**src/fbsm_map.vh**
```
// register map, field layout, state and error codes of the application layer state block
`ifndef FBSM_MAP_VH
`define FBSM_MAP_VH
`define FBSM_ADDR_W 12
`define FBSM_OFS_REQ 12'h120
`define FBSM_OFS_REPORT 12'h130
`define FBSM_OFS_ERRCODE 12'h134
`define FBSM_OFS_IRQ_STAT 12'h140
`define FBSM_OFS_IRQ_MASK 12'h144
`define FBSM_OFS_CFG 12'h148
`define FBSM_ST_INIT 4'h1
`define FBSM_ST_PREOP 4'h2
`define FBSM_ST_BOOT 4'h3
`define FBSM_ST_SAFEOP 4'h4
`define FBSM_ST_OP 4'h8
`define FBSM_REQ_STATE_MSB 3
`define FBSM_REQ_ACK_BIT 4
`define FBSM_REQ_RW_MASK 16'h001f
`define FBSM_EC_NONE 16'h0000
`define FBSM_EC_UNSPEC 16'h0001
`define FBSM_EC_BADCHG 16'h0011
`define FBSM_EC_UNKNOWN 16'h0012
`define FBSM_EC_MBX_BOOT 16'h0015
`define FBSM_EC_MBX_PREOP 16'h0016
`define FBSM_EC_BUFCFG 16'h0017
`define FBSM_EC_WDOG 16'h001b
`define FBSM_EC_OUTCFG 16'h001d
`define FBSM_EC_INCFG 16'h001e
`define FBSM_IRQ_W 3
`define FBSM_IRQ_CHANGE 0
`define FBSM_IRQ_REFUSE 1
`define FBSM_IRQ_FAULT 2
`define FBSM_CFG_MBX_OK 0
`define FBSM_CFG_BUF_OK 1
`define FBSM_CFG_RST 16'h0003
`endif

```
**src/fbsm_state_ctrl.v**
```verilog
// application layer slave state machine with register port and interrupt
`include "fbsm_map.vh"
module fbsm_state_ctrl (
    input wire mclk_i,
    input wire rst_i,
    input wire [`FBSM_ADDR_W-1:0] addr_i,
    input wire [15:0] wdata_i,
    input wire wr_i,
    input wire rd_i,
    output reg [15:0] rdata_o,
    input wire wdog_expired_i,
    input wire out_cfg_bad_i,
    input wire in_cfg_bad_i,
    input wire unspec_err_i,
    output reg [3:0] state_o,
    output reg irq_o
);
    // register state
    reg [3:0] state_q;
    reg [3:0] state_d;
    reg flag_q;
    reg flag_d;
    reg [15:0] req_q;
    reg [15:0] code_q;
    reg [15:0] code_d;
    reg [15:0] cfg_q;
    reg [`FBSM_IRQ_W-1:0] irq_stat_q;
    reg [`FBSM_IRQ_W-1:0] irq_mask_q;
    reg [`FBSM_IRQ_W-1:0] irq_ev;
    reg [15:0] rdata_d;
    wire [3:0] chk_next;
    wire [15:0] chk_code;
    wire chk_refuse;
    wire [3:0] fault_sync;
    wire wdog_s;
    wire outcfg_s;
    wire incfg_s;
    wire unspec_s;
    wire req_wr;
    wire ack_wr;
    wire stat_wr;
    wire mask_wr;
    wire cfg_wr;
    reg fault_hit;

    // fault lines come from outside this clock, so they are synchronised first
    fbsm_sync2 #(
        .W(4)
    ) u_sync (
        .mclk_i(mclk_i),
        .rst_i(rst_i),
        .d_i({unspec_err_i, in_cfg_bad_i, out_cfg_bad_i, wdog_expired_i}),
        .q_o(fault_sync)
    );
    assign wdog_s = fault_sync[0];
    assign outcfg_s = fault_sync[1];
    assign incfg_s = fault_sync[2];
    assign unspec_s = fault_sync[3];

    // address decode of write strobes
    assign req_wr = wr_i && (addr_i == `FBSM_OFS_REQ);
    assign ack_wr = req_wr && wdata_i[`FBSM_REQ_ACK_BIT];
    assign stat_wr = wr_i && (addr_i == `FBSM_OFS_IRQ_STAT);
    assign mask_wr = wr_i && (addr_i == `FBSM_OFS_IRQ_MASK);
    assign cfg_wr = wr_i && (addr_i == `FBSM_OFS_CFG);

    // verdict of the requested transition, using the written value directly
    fbsm_transition_check u_check (
        .cur_i(state_q),
        .req_i(wdata_i[`FBSM_REQ_STATE_MSB:0]),
        .mbx_ok_i(cfg_q[`FBSM_CFG_MBX_OK]),
        .buf_ok_i(cfg_q[`FBSM_CFG_BUF_OK]),
        .next_o(chk_next),
        .code_o(chk_code),
        .refuse_o(chk_refuse)
    );

    // next state, flag and error code; runtime faults outrank a request in the same cycle
    always @* begin
        state_d = state_q;
        flag_d = flag_q;
        code_d = code_q;
        fault_hit = 1'b0;
        irq_ev = {`FBSM_IRQ_W{1'b0}};
        // acknowledge first so a refusal or fault in this cycle sets the flag again
        if (ack_wr) begin
            flag_d = 1'b0;
        end
        if (req_wr) begin
            if (chk_refuse) begin
                flag_d = 1'b1;
                code_d = chk_code;
                irq_ev[`FBSM_IRQ_REFUSE] = 1'b1;
            end else begin
                state_d = chk_next;
                code_d = `FBSM_EC_NONE;
                if (chk_next != state_q) begin
                    irq_ev[`FBSM_IRQ_CHANGE] = 1'b1;
                end
            end
        end
        if ((wdog_s || outcfg_s) && (state_q == `FBSM_ST_OP || state_q == `FBSM_ST_SAFEOP)) begin
            state_d = `FBSM_ST_SAFEOP;
            code_d = wdog_s ? `FBSM_EC_WDOG : `FBSM_EC_OUTCFG;
            fault_hit = 1'b1;
        end else if (incfg_s && (state_q == `FBSM_ST_OP || state_q == `FBSM_ST_SAFEOP)) begin
            state_d = `FBSM_ST_PREOP;
            code_d = `FBSM_EC_INCFG;
            fault_hit = 1'b1;
        end else if (unspec_s && !flag_q) begin
            // unspecified error keeps the state; reported once until acknowledged
            code_d = `FBSM_EC_UNSPEC;
            fault_hit = 1'b1;
        end
        if (fault_hit) begin
            flag_d = 1'b1;
            irq_ev[`FBSM_IRQ_FAULT] = 1'b1;
        end
    end

    // register file and state machine flops
    always @(posedge mclk_i or posedge rst_i) begin
        if (rst_i) begin
            state_q <= `FBSM_ST_INIT;
            flag_q <= 1'b0;
            req_q <= {12'h000, `FBSM_ST_INIT};
            code_q <= `FBSM_EC_NONE;
            cfg_q <= `FBSM_CFG_RST;
            irq_mask_q <= {`FBSM_IRQ_W{1'b0}};
        end else begin
            state_q <= state_d;
            flag_q <= flag_d;
            code_q <= code_d;
            if (req_wr) begin
                req_q <= wdata_i & `FBSM_REQ_RW_MASK;
            end
            if (cfg_wr) begin
                cfg_q <= wdata_i;
            end
            if (mask_wr) begin
                irq_mask_q <= wdata_i[`FBSM_IRQ_W-1:0];
            end
        end
    end

    // sticky interrupt bits per event; a new event wins over a write-one clear
    genvar gi;
    generate
        for (gi = 0; gi < `FBSM_IRQ_W; gi = gi + 1) begin : g_irq
            always @(posedge mclk_i or posedge rst_i) begin
                if (rst_i) begin
                    irq_stat_q[gi] <= 1'b0;
                end else if (irq_ev[gi]) begin
                    irq_stat_q[gi] <= 1'b1;
                end else if (stat_wr && wdata_i[gi]) begin
                    irq_stat_q[gi] <= 1'b0;
                end
            end
        end
    endgenerate

    // read mux; unmapped addresses read zero
    always @* begin
        rdata_d = 16'h0000;
        if (rd_i) begin
            case (addr_i)
                `FBSM_OFS_REQ: rdata_d = req_q;
                `FBSM_OFS_REPORT: rdata_d = {11'h000, flag_q, state_q};
                `FBSM_OFS_ERRCODE: rdata_d = code_q;
                `FBSM_OFS_IRQ_STAT: rdata_d = {13'h0000, irq_stat_q};
                `FBSM_OFS_IRQ_MASK: rdata_d = {13'h0000, irq_mask_q};
                `FBSM_OFS_CFG: rdata_d = cfg_q;
                default: rdata_d = 16'h0000;
            endcase
        end
    end

    // outputs straight from flops; irq follows status one cycle later
    always @(posedge mclk_i or posedge rst_i) begin
        if (rst_i) begin
            rdata_o <= 16'h0000;
            state_o <= `FBSM_ST_INIT;
            irq_o <= 1'b0;
        end else begin
            rdata_o <= rdata_d;
            state_o <= state_d;
            irq_o <= |(irq_stat_q & irq_mask_q);
        end
    end
endmodule // fbsm_state_ctrl

```
**src/fbsm_sync2.v**
```verilog
// two flip-flop synchroniser for a group of level inputs
module fbsm_sync2 #(
    parameter W = 3
) (
    input wire mclk_i,
    input wire rst_i,
    input wire [W-1:0] d_i,
    output wire [W-1:0] q_o
);
    reg [W-1:0] meta_q;
    reg [W-1:0] sync_q;

    // first stage feeds only the second
    always @(posedge mclk_i or posedge rst_i) begin
        if (rst_i) begin
            meta_q <= {W{1'b0}};
            sync_q <= {W{1'b0}};
        end else begin
            meta_q <= d_i;
            sync_q <= meta_q;
        end
    end

    assign q_o = sync_q;
endmodule // fbsm_sync2

```
**src/fbsm_transition_check.v**
```verilog
// decides the outcome of a requested state transition
`include "fbsm_map.vh"
module fbsm_transition_check (
    input wire [3:0] cur_i,
    input wire [3:0] req_i,
    input wire mbx_ok_i,
    input wire buf_ok_i,
    output reg [3:0] next_o,
    output reg [15:0] code_o,
    output reg refuse_o
);
    // pure combinational verdict so the main block's next-state logic needs no transition table of its own
    always @* begin
        next_o = cur_i;
        code_o = `FBSM_EC_NONE;
        refuse_o = 1'b0;
        if (req_i != `FBSM_ST_INIT && req_i != `FBSM_ST_PREOP && req_i != `FBSM_ST_BOOT &&
            req_i != `FBSM_ST_SAFEOP && req_i != `FBSM_ST_OP) begin
            code_o = `FBSM_EC_UNKNOWN;
            refuse_o = 1'b1;
        end else if ((cur_i == `FBSM_ST_INIT && (req_i == `FBSM_ST_SAFEOP || req_i == `FBSM_ST_OP)) ||
                     (cur_i == `FBSM_ST_PREOP && req_i == `FBSM_ST_OP) ||
                     (cur_i != `FBSM_ST_INIT && cur_i != `FBSM_ST_BOOT && req_i == `FBSM_ST_BOOT)) begin
            code_o = `FBSM_EC_BADCHG;
            refuse_o = 1'b1;
        end else if (cur_i == `FBSM_ST_BOOT && req_i != `FBSM_ST_INIT && req_i != `FBSM_ST_BOOT) begin
            // bootstrap may only fall back to init
            code_o = `FBSM_EC_BADCHG;
            refuse_o = 1'b1;
        end else if (cur_i == `FBSM_ST_INIT && req_i == `FBSM_ST_BOOT && !mbx_ok_i) begin
            code_o = `FBSM_EC_MBX_BOOT;
            refuse_o = 1'b1;
        end else if (cur_i == `FBSM_ST_INIT && req_i == `FBSM_ST_PREOP && !mbx_ok_i) begin
            code_o = `FBSM_EC_MBX_PREOP;
            refuse_o = 1'b1;
        end else if (((cur_i == `FBSM_ST_PREOP && req_i == `FBSM_ST_SAFEOP) ||
                      (cur_i == `FBSM_ST_SAFEOP && req_i == `FBSM_ST_OP)) && !buf_ok_i) begin
            code_o = `FBSM_EC_BUFCFG;
            refuse_o = 1'b1;
        end else begin
            next_o = req_i;
        end
    end
endmodule // fbsm_transition_check

```
**config.mk**
```make
export PLATFORM = sky130hd
export DESIGN_NAME = fbsm_state_ctrl
export DESIGN_NICKNAME = d
export VERILOG_FILES = /design/src/fbsm_state_ctrl.v /design/src/fbsm_sync2.v /design/src/fbsm_transition_check.v
export VERILOG_INCLUDE_DIRS = /design/src
export SDC_FILE = /design/constraint.sdc
export NUM_CORES = 1
export LEC_CHECK = 0
export ABC_AREA = 1
export BUFFER_PORTS_ARGS = -buffer_cell sky130_fd_sc_hd__buf_2
export CORE_MARGIN = 5
export CORE_UTILIZATION = 55
export DETAILED_ROUTE_END_ITERATION = 12
export HOLD_SLACK_MARGIN = 0.05
export PLACE_DENSITY = 0.8
export SLEW_MARGIN = 5
export SYNTH_ARGS = -nofsm -noshare
export SYNTH_HDL_FRONTEND = slang
export SYNTH_SLANG_ARGS = --single-unit
```
**constraint.sdc**
```tcl
create_clock -name mclk_i -period 2.1 [get_ports mclk_i]
set_clock_uncertainty 0.15 [all_clocks]
set_input_delay 0.105 -clock mclk_i [delete_from_list [all_inputs] [get_ports mclk_i]]
set_output_delay 0.105 -clock mclk_i [all_outputs]
set_load 0.03 [all_outputs]
```
==> Word level (Yosys, flattened, before mapping) <==
Cells that the tools add are included.
{ "totals": {"ff_bits": 73, "in_bits": 36, "output_inout_bits": 21, "elab_cells": 130} }
{ "op_classes": {"n_eq_ne": 24, "muxes": 48, "n_bitwise": 1, "reduce_logical": 44} }
{ "ops": {"columns": ["op", "count"], "rows": [
  ["2-to-1 mux 16 bit", 11],
  ["one-hot mux 16 bit (6 select lines)", 1],
  ["equality test 12 x 9 -> 1 bit, second input constant", 6],
  ["2-to-1 mux 4 bit", 10],
  ["logical AND 1 bit", 28],
  ["2-to-1 mux 1 bit", 23],
  ["equality test 4 x 2 -> 1 bit, second input constant", 4],
  ["!= test 4 x 2 -> 1 bit, second input constant", 3],
  ["equality test 4 x 3 -> 1 bit, second input constant", 2],
  ["equality test 4 bit, second input constant", 2],
  ["!= test 4 x 1 -> 1 bit, second input constant", 2],
  ["logical OR 1 bit", 6],
  ["nonzero test 2 bit", 3],
  ["2-to-1 mux 5 bit", 1],
  ["equality test 4 x 1 -> 1 bit, second input constant", 1],
  ["!= test 4 x 3 -> 1 bit, second input constant", 1],
  ["!= test 4 bit", 1],
  ["!= test 4 bit, second input constant", 1],
  ["nonzero test 4 bit", 1],
  ["AND 3 bit", 1],
  ["zero test 1 bit", 3],
  ["2-to-1 mux 3 bit", 1],
  ["!= test 3 x 1 -> 1 bit, second input constant", 1],
  ["nonzero test 3 bit", 1],
  ["3 further kinds", 3]
]} }

==> Logic depth before layout (Yosys ltp) <==
{ "logic_depth": {"word_depth": 15, "ltp_mapped": 16, "ltp_nobuf": 15} }

==> By module <==
From an unflattened synthesis, not the netlist that was laid out.
{ "unflattened": {"hier_cells": 554, "hier_area_um2": 4022.6} }
{ "modules_own_cells": {"columns": ["mod", "n_inst", "cells_per_inst", "area_each_um2", "seq_area_each_um2"], "rows": [
  ["fbsm_state_ctrl", 1, 462, 3378.2, 1631.6],
  ["fbsm_transition_check", 1, 83, 440.4, 0.0],
  ["fbsm_sync2", 1, 9, 203.9, 200.2]
]} }

==> Worst setup path after synthesis <==
OpenSTA, ideal clock, no wires.
{ "synth_path": {"path_kind": "flip-flop to flip-flop", "from": "reg, netlist name state_o[0]", "to": "reg state_o[1]", "setup_time_ns": 0.126, "arrival_time_ns": 1.714, "required_time_ns": 1.824, "path_slack_ns": 0.110, "stages_incl_launch_ff": 14, "n_path_buf": 0, "synth_period_minus_slack_ns": 1.990, "cell_sequence": "dfstp_2 -> inv_1 -> nand2_1 -> nor2_1 -> nand2_2 -> nand2_2 -> nand2_4 -> nand2_2 -> nor2_8 -> nand2_4 -> nor2_4 -> inv_2 -> a21oi_4 -> a21oi_2"} }
{ "synth_lines": {"columns": ["item", "line", "source"], "rows": [
  ["end signal, assigned", "fbsm_state_ctrl.v:182", "state_o <= `FBSM_ST_INIT;"],
  ["end signal, assigned", "fbsm_state_ctrl.v:186", "state_o <= state_d;"],
  ["end, declared", "fbsm_state_ctrl.v:15", "output reg [3:0] state_o,"]
]} }

==> results.md <==
* Status: completed
* Area grow syn2layout at 34.8%
* Peak VDD IR at 0.000773 V
* # Max-Cap Violations at 0
* Synth Area per Inst at 8.55 um2
* Arr. time, crit path at 2.13 ns
* TritonCTS clock tree: built
* Prevailing post-synth register cell: dfrtp_1
* Min Hold Slack at 0.103 ns
* Io pins at 57
* Row Count at 26
* RR Startpoint: state_o[0]
* Worst slack at placement at -0.0499 ns
* Vias/cell at 5.38
* Layout cells sized above 1 at 31.2%
* Mapped cell area at 2920 um2
* Setup TNS at 0 ns
* Mapped Nets at 377
* 1st-pass router iterations at 5
* Reg2Reg Setup Slack at 0.05 ns
* Post-synth ARST share at 100%
* Hold-critical path depth at 6
* Largest net degree at the start of global routing at 35
* Reg2reg end: irq_stat_q[0]
* P_leak at 2.06 nW
* FF-to-FF path depth at 12
* Crit path kind: flop to flop
* Vias in the first global route at 2813
* Post-Layout Inst Area at 3930 um2
* CTS root buf: clkbuf_8
* Nets@finish at 486
* Critical Path Sink Type: flop
* Final setup vio count at 0
* H-tree levels at 3
* Initial DRC Count at 274
* Cell count after synthesis at 341
* Worst hold path endpoint: rdata_o[1]
* Clk_lat worst skew at 0.34 ns
* Hold crit path type: primary input to flop
* Routability Congestion at 1.02
* Yosys warning count at 0
* Placed inst area at 3330 um2
* Avg WL per Cell at 15.7 um
* Worst-Margin Slew at 0.586 ns
* Most used cell, CP: nand2_1
* GRT Util Overall at 24.2%
* Max clock buf depth at 2
* EDFF count, synth at 0
* Slew Limit Headroom at 60.9%
* CTS clock-pin slew for the worst setup and hold paths at 0.08 ns
* Period utilization at 97.6%
* # clock sinks at 62
* HP Start: addr_i[3]
* Crit-path slowest cell: dfstp_2
* Buffers & Inverters on Critical Path at 1
* Total congestion overflow at 0
* Pins over their slew limit at 0
* Routed wire length at 8250 um
* Max incr delay on CP at 0.58 ns
* Antenna Violating Nets Remaining at 0
* Via count at 2831
* WP data required at 2.18 ns
* Initial cell density of the core at 56.7%
* Register bit total from synthesis at 62
* Setup crit start kind: flop
* Worst Path Max Fanout at 6
* Die X at 82.8 um
* Final hold vios at 0
* Final WS setup at 0.0500 ns
* Port bufs at 56
* Die ar. at 6860 um2
* PD cells at 781 nW/um2
* Num CTS Buffers at 9
* Post-route DRC at 0
* Post-DP HPWL at 5050 um
* Initial antenna violation count at 1
* Die Ht at 82.8 um
* Sequential fraction of the synthesis area at 53.4%
* Peak Freq at 488 MHz
* First-pass GRT wire length at 13300 um
* Minimum clock period at 2.05 ns
* Core area at 5140 um2
* Cells along the critical path: nand3_2, nor2_4, nand3b_1, nand2_4, nor2_8, buf_4, nand4_1, nand2_1, nor2_1, nand2_1, nand2_1, nand2_1
* Post-synth cell types at 34
* Delay-heaviest family, CP: simple AND/OR/NAND/NOR gates
[logic make-up (layout without fill, tap and decap cells)]
| group | count (synthesis) | in the layout | synth area share [%] |
|---|---|---|---|
| buffers and inverters | 50 | 164 | 6.78 |
| other | 0 | 1 | 0 |
| and+or+nand+nor | 171 | 171 | 27.7 |
| AOI/OAI and AO/OA | 58 | 58 | 12.1 |
| DFF | 62 | 62 | 53.4 |
[cell usage after synthesis (all sizes together) (2+ instances only)]
| cell | number | area share [%] |
|---|---|---|
| nand2 | 85 | 12 |
| nand3 | 22 | 3.9 |
| buf | 3 | 0.73 |
| a31oi | 3 | 0.64 |
| dfstp | 4 | 3.6 |
| inv | 45 | 5.8 |
| nor3 | 6 | 1.0 |
| o211ai | 2 | 0.69 |
| o22ai | 9 | 1.9 |
| nand3b | 3 | 0.77 |
| nand4 | 9 | 1.9 |
| a221oi | 2 | 0.60 |
| a21oi | 3 | 1.0 |
| dfrtp | 58 | 50 |
| o21ai | 37 | 6.6 |
| nor2 | 44 | 7.1 |
| clkbuf | 2 | 0.26 |
[state kept, by name, indices dropped and copies added, names as in the netlist]
register and flops:
rdata_o 16, irq_stat_q 3, irq_o 1, state_o 4, code_q 5, u_sync.q_o 4, irq_mask_q 3, req_q 5
cfg_q 16, u_sync.meta_q 4, flag_q 1
[worst min-delay path, stage by stage]
cell and delay, ns:
buf_2 0.09, nor2_1 0.03, nand2_1 0.07, nor3_1 0.10, nand2_1 0.07, a31oi_1 0.08
[where the power goes]
| part | internal (W) | switching (W) | leakage, nW | total [W] |
|---|---|---|---|---|
| registers | 0.00128 | 0.0000699 | 0.729 | 0.00135 |
| logic | 0.000305 | 0.000463 | 1.24 | 0.000768 |
| clock network | 0.000490 | 0.000464 | 0.0913 | 0.000953 |
[cell usage in the layout (no fill, tap or decap), types with 2 or more instances in the layout]
master         instances
nand2_1               73
dfrtp_1               57
buf_2                 54
nor2_1                34
o21ai_0               34
inv_1                 32
dlygate4sd3_1         25
buf_4                 22
nand3_1               19
inv_2                 13
clkbuf_8              11
nand4_1                9
o22ai_1                9
nor3_1                 6
nand2_4                6
nand2_2                6
nor2_2                 5
nor2_4                 4
dfstp_2                4
nand3b_1               3
nand3_2                3
a31oi_1                3
a221oi_1               2
clkinv_2               2
clkinvlp_4             2
[stage by stage]
stage          cells  util, %  power, W
5_1_grt          526     76.5   0.00323
3_3_place_gp     470     64.7   0.00196
3_5_place_dp     470     64.7   0.00197
6_report         526     76.5   0.00307
4_1_cts          511     73.3   0.00296
2_1_floorplan    341        -   0.00176
[final cells by class]
type	count	area (um2)
inverters	45	169
clock buffers	11	151
multi-input cells	229	1210
clock inverters	5	33.8
repair buffers	103	717
fillers	374	1210
diodes	1	2.50
flip-flops and latches	62	1560
well taps	70	87.6
[how the worst max path moves through the flow]
| stage | start | to | slack, ns | cells after the start |
|---|---|---|---|---|
| 2_1_floorplan | state_o[0] | state_o[1] | 0.11 | 13 |
| 3_3_place_gp | state_o[0] | code_q[2] | 0.0009 | 11 |
| 3_5_place_dp | state_o[0] | code_q[1] | -0.05 | 11 |
| 4_1_cts | state_o[0] | code_q[1] | 0.006 | 11 |
| 5_1_grt | state_o[0] | irq_stat_q[0] | -0.02 | 13 |
| 6_report | state_o[0] | irq_stat_q[0] | 0.05 | 12 |
[routing by layer]
metal	vias up	GRT usage, %	part of all wire (%)
li1	1335	-	-
met1	1309	29.6	39
met2	157	40.2	49
met3	30	6.24	8.1
met4	0	11.0	3.5
met5	-	0	0
[what timing repair did]
action	CTS	global route
endpoints found under the hold margin	65	0
pin swaps	0	6
setup endpoints to repair	5	10
cloned	0	0
gates resized for setup	3	17
setup buffers	0	14
hold buffers	25	0
(Power assumes the default switching activity.)
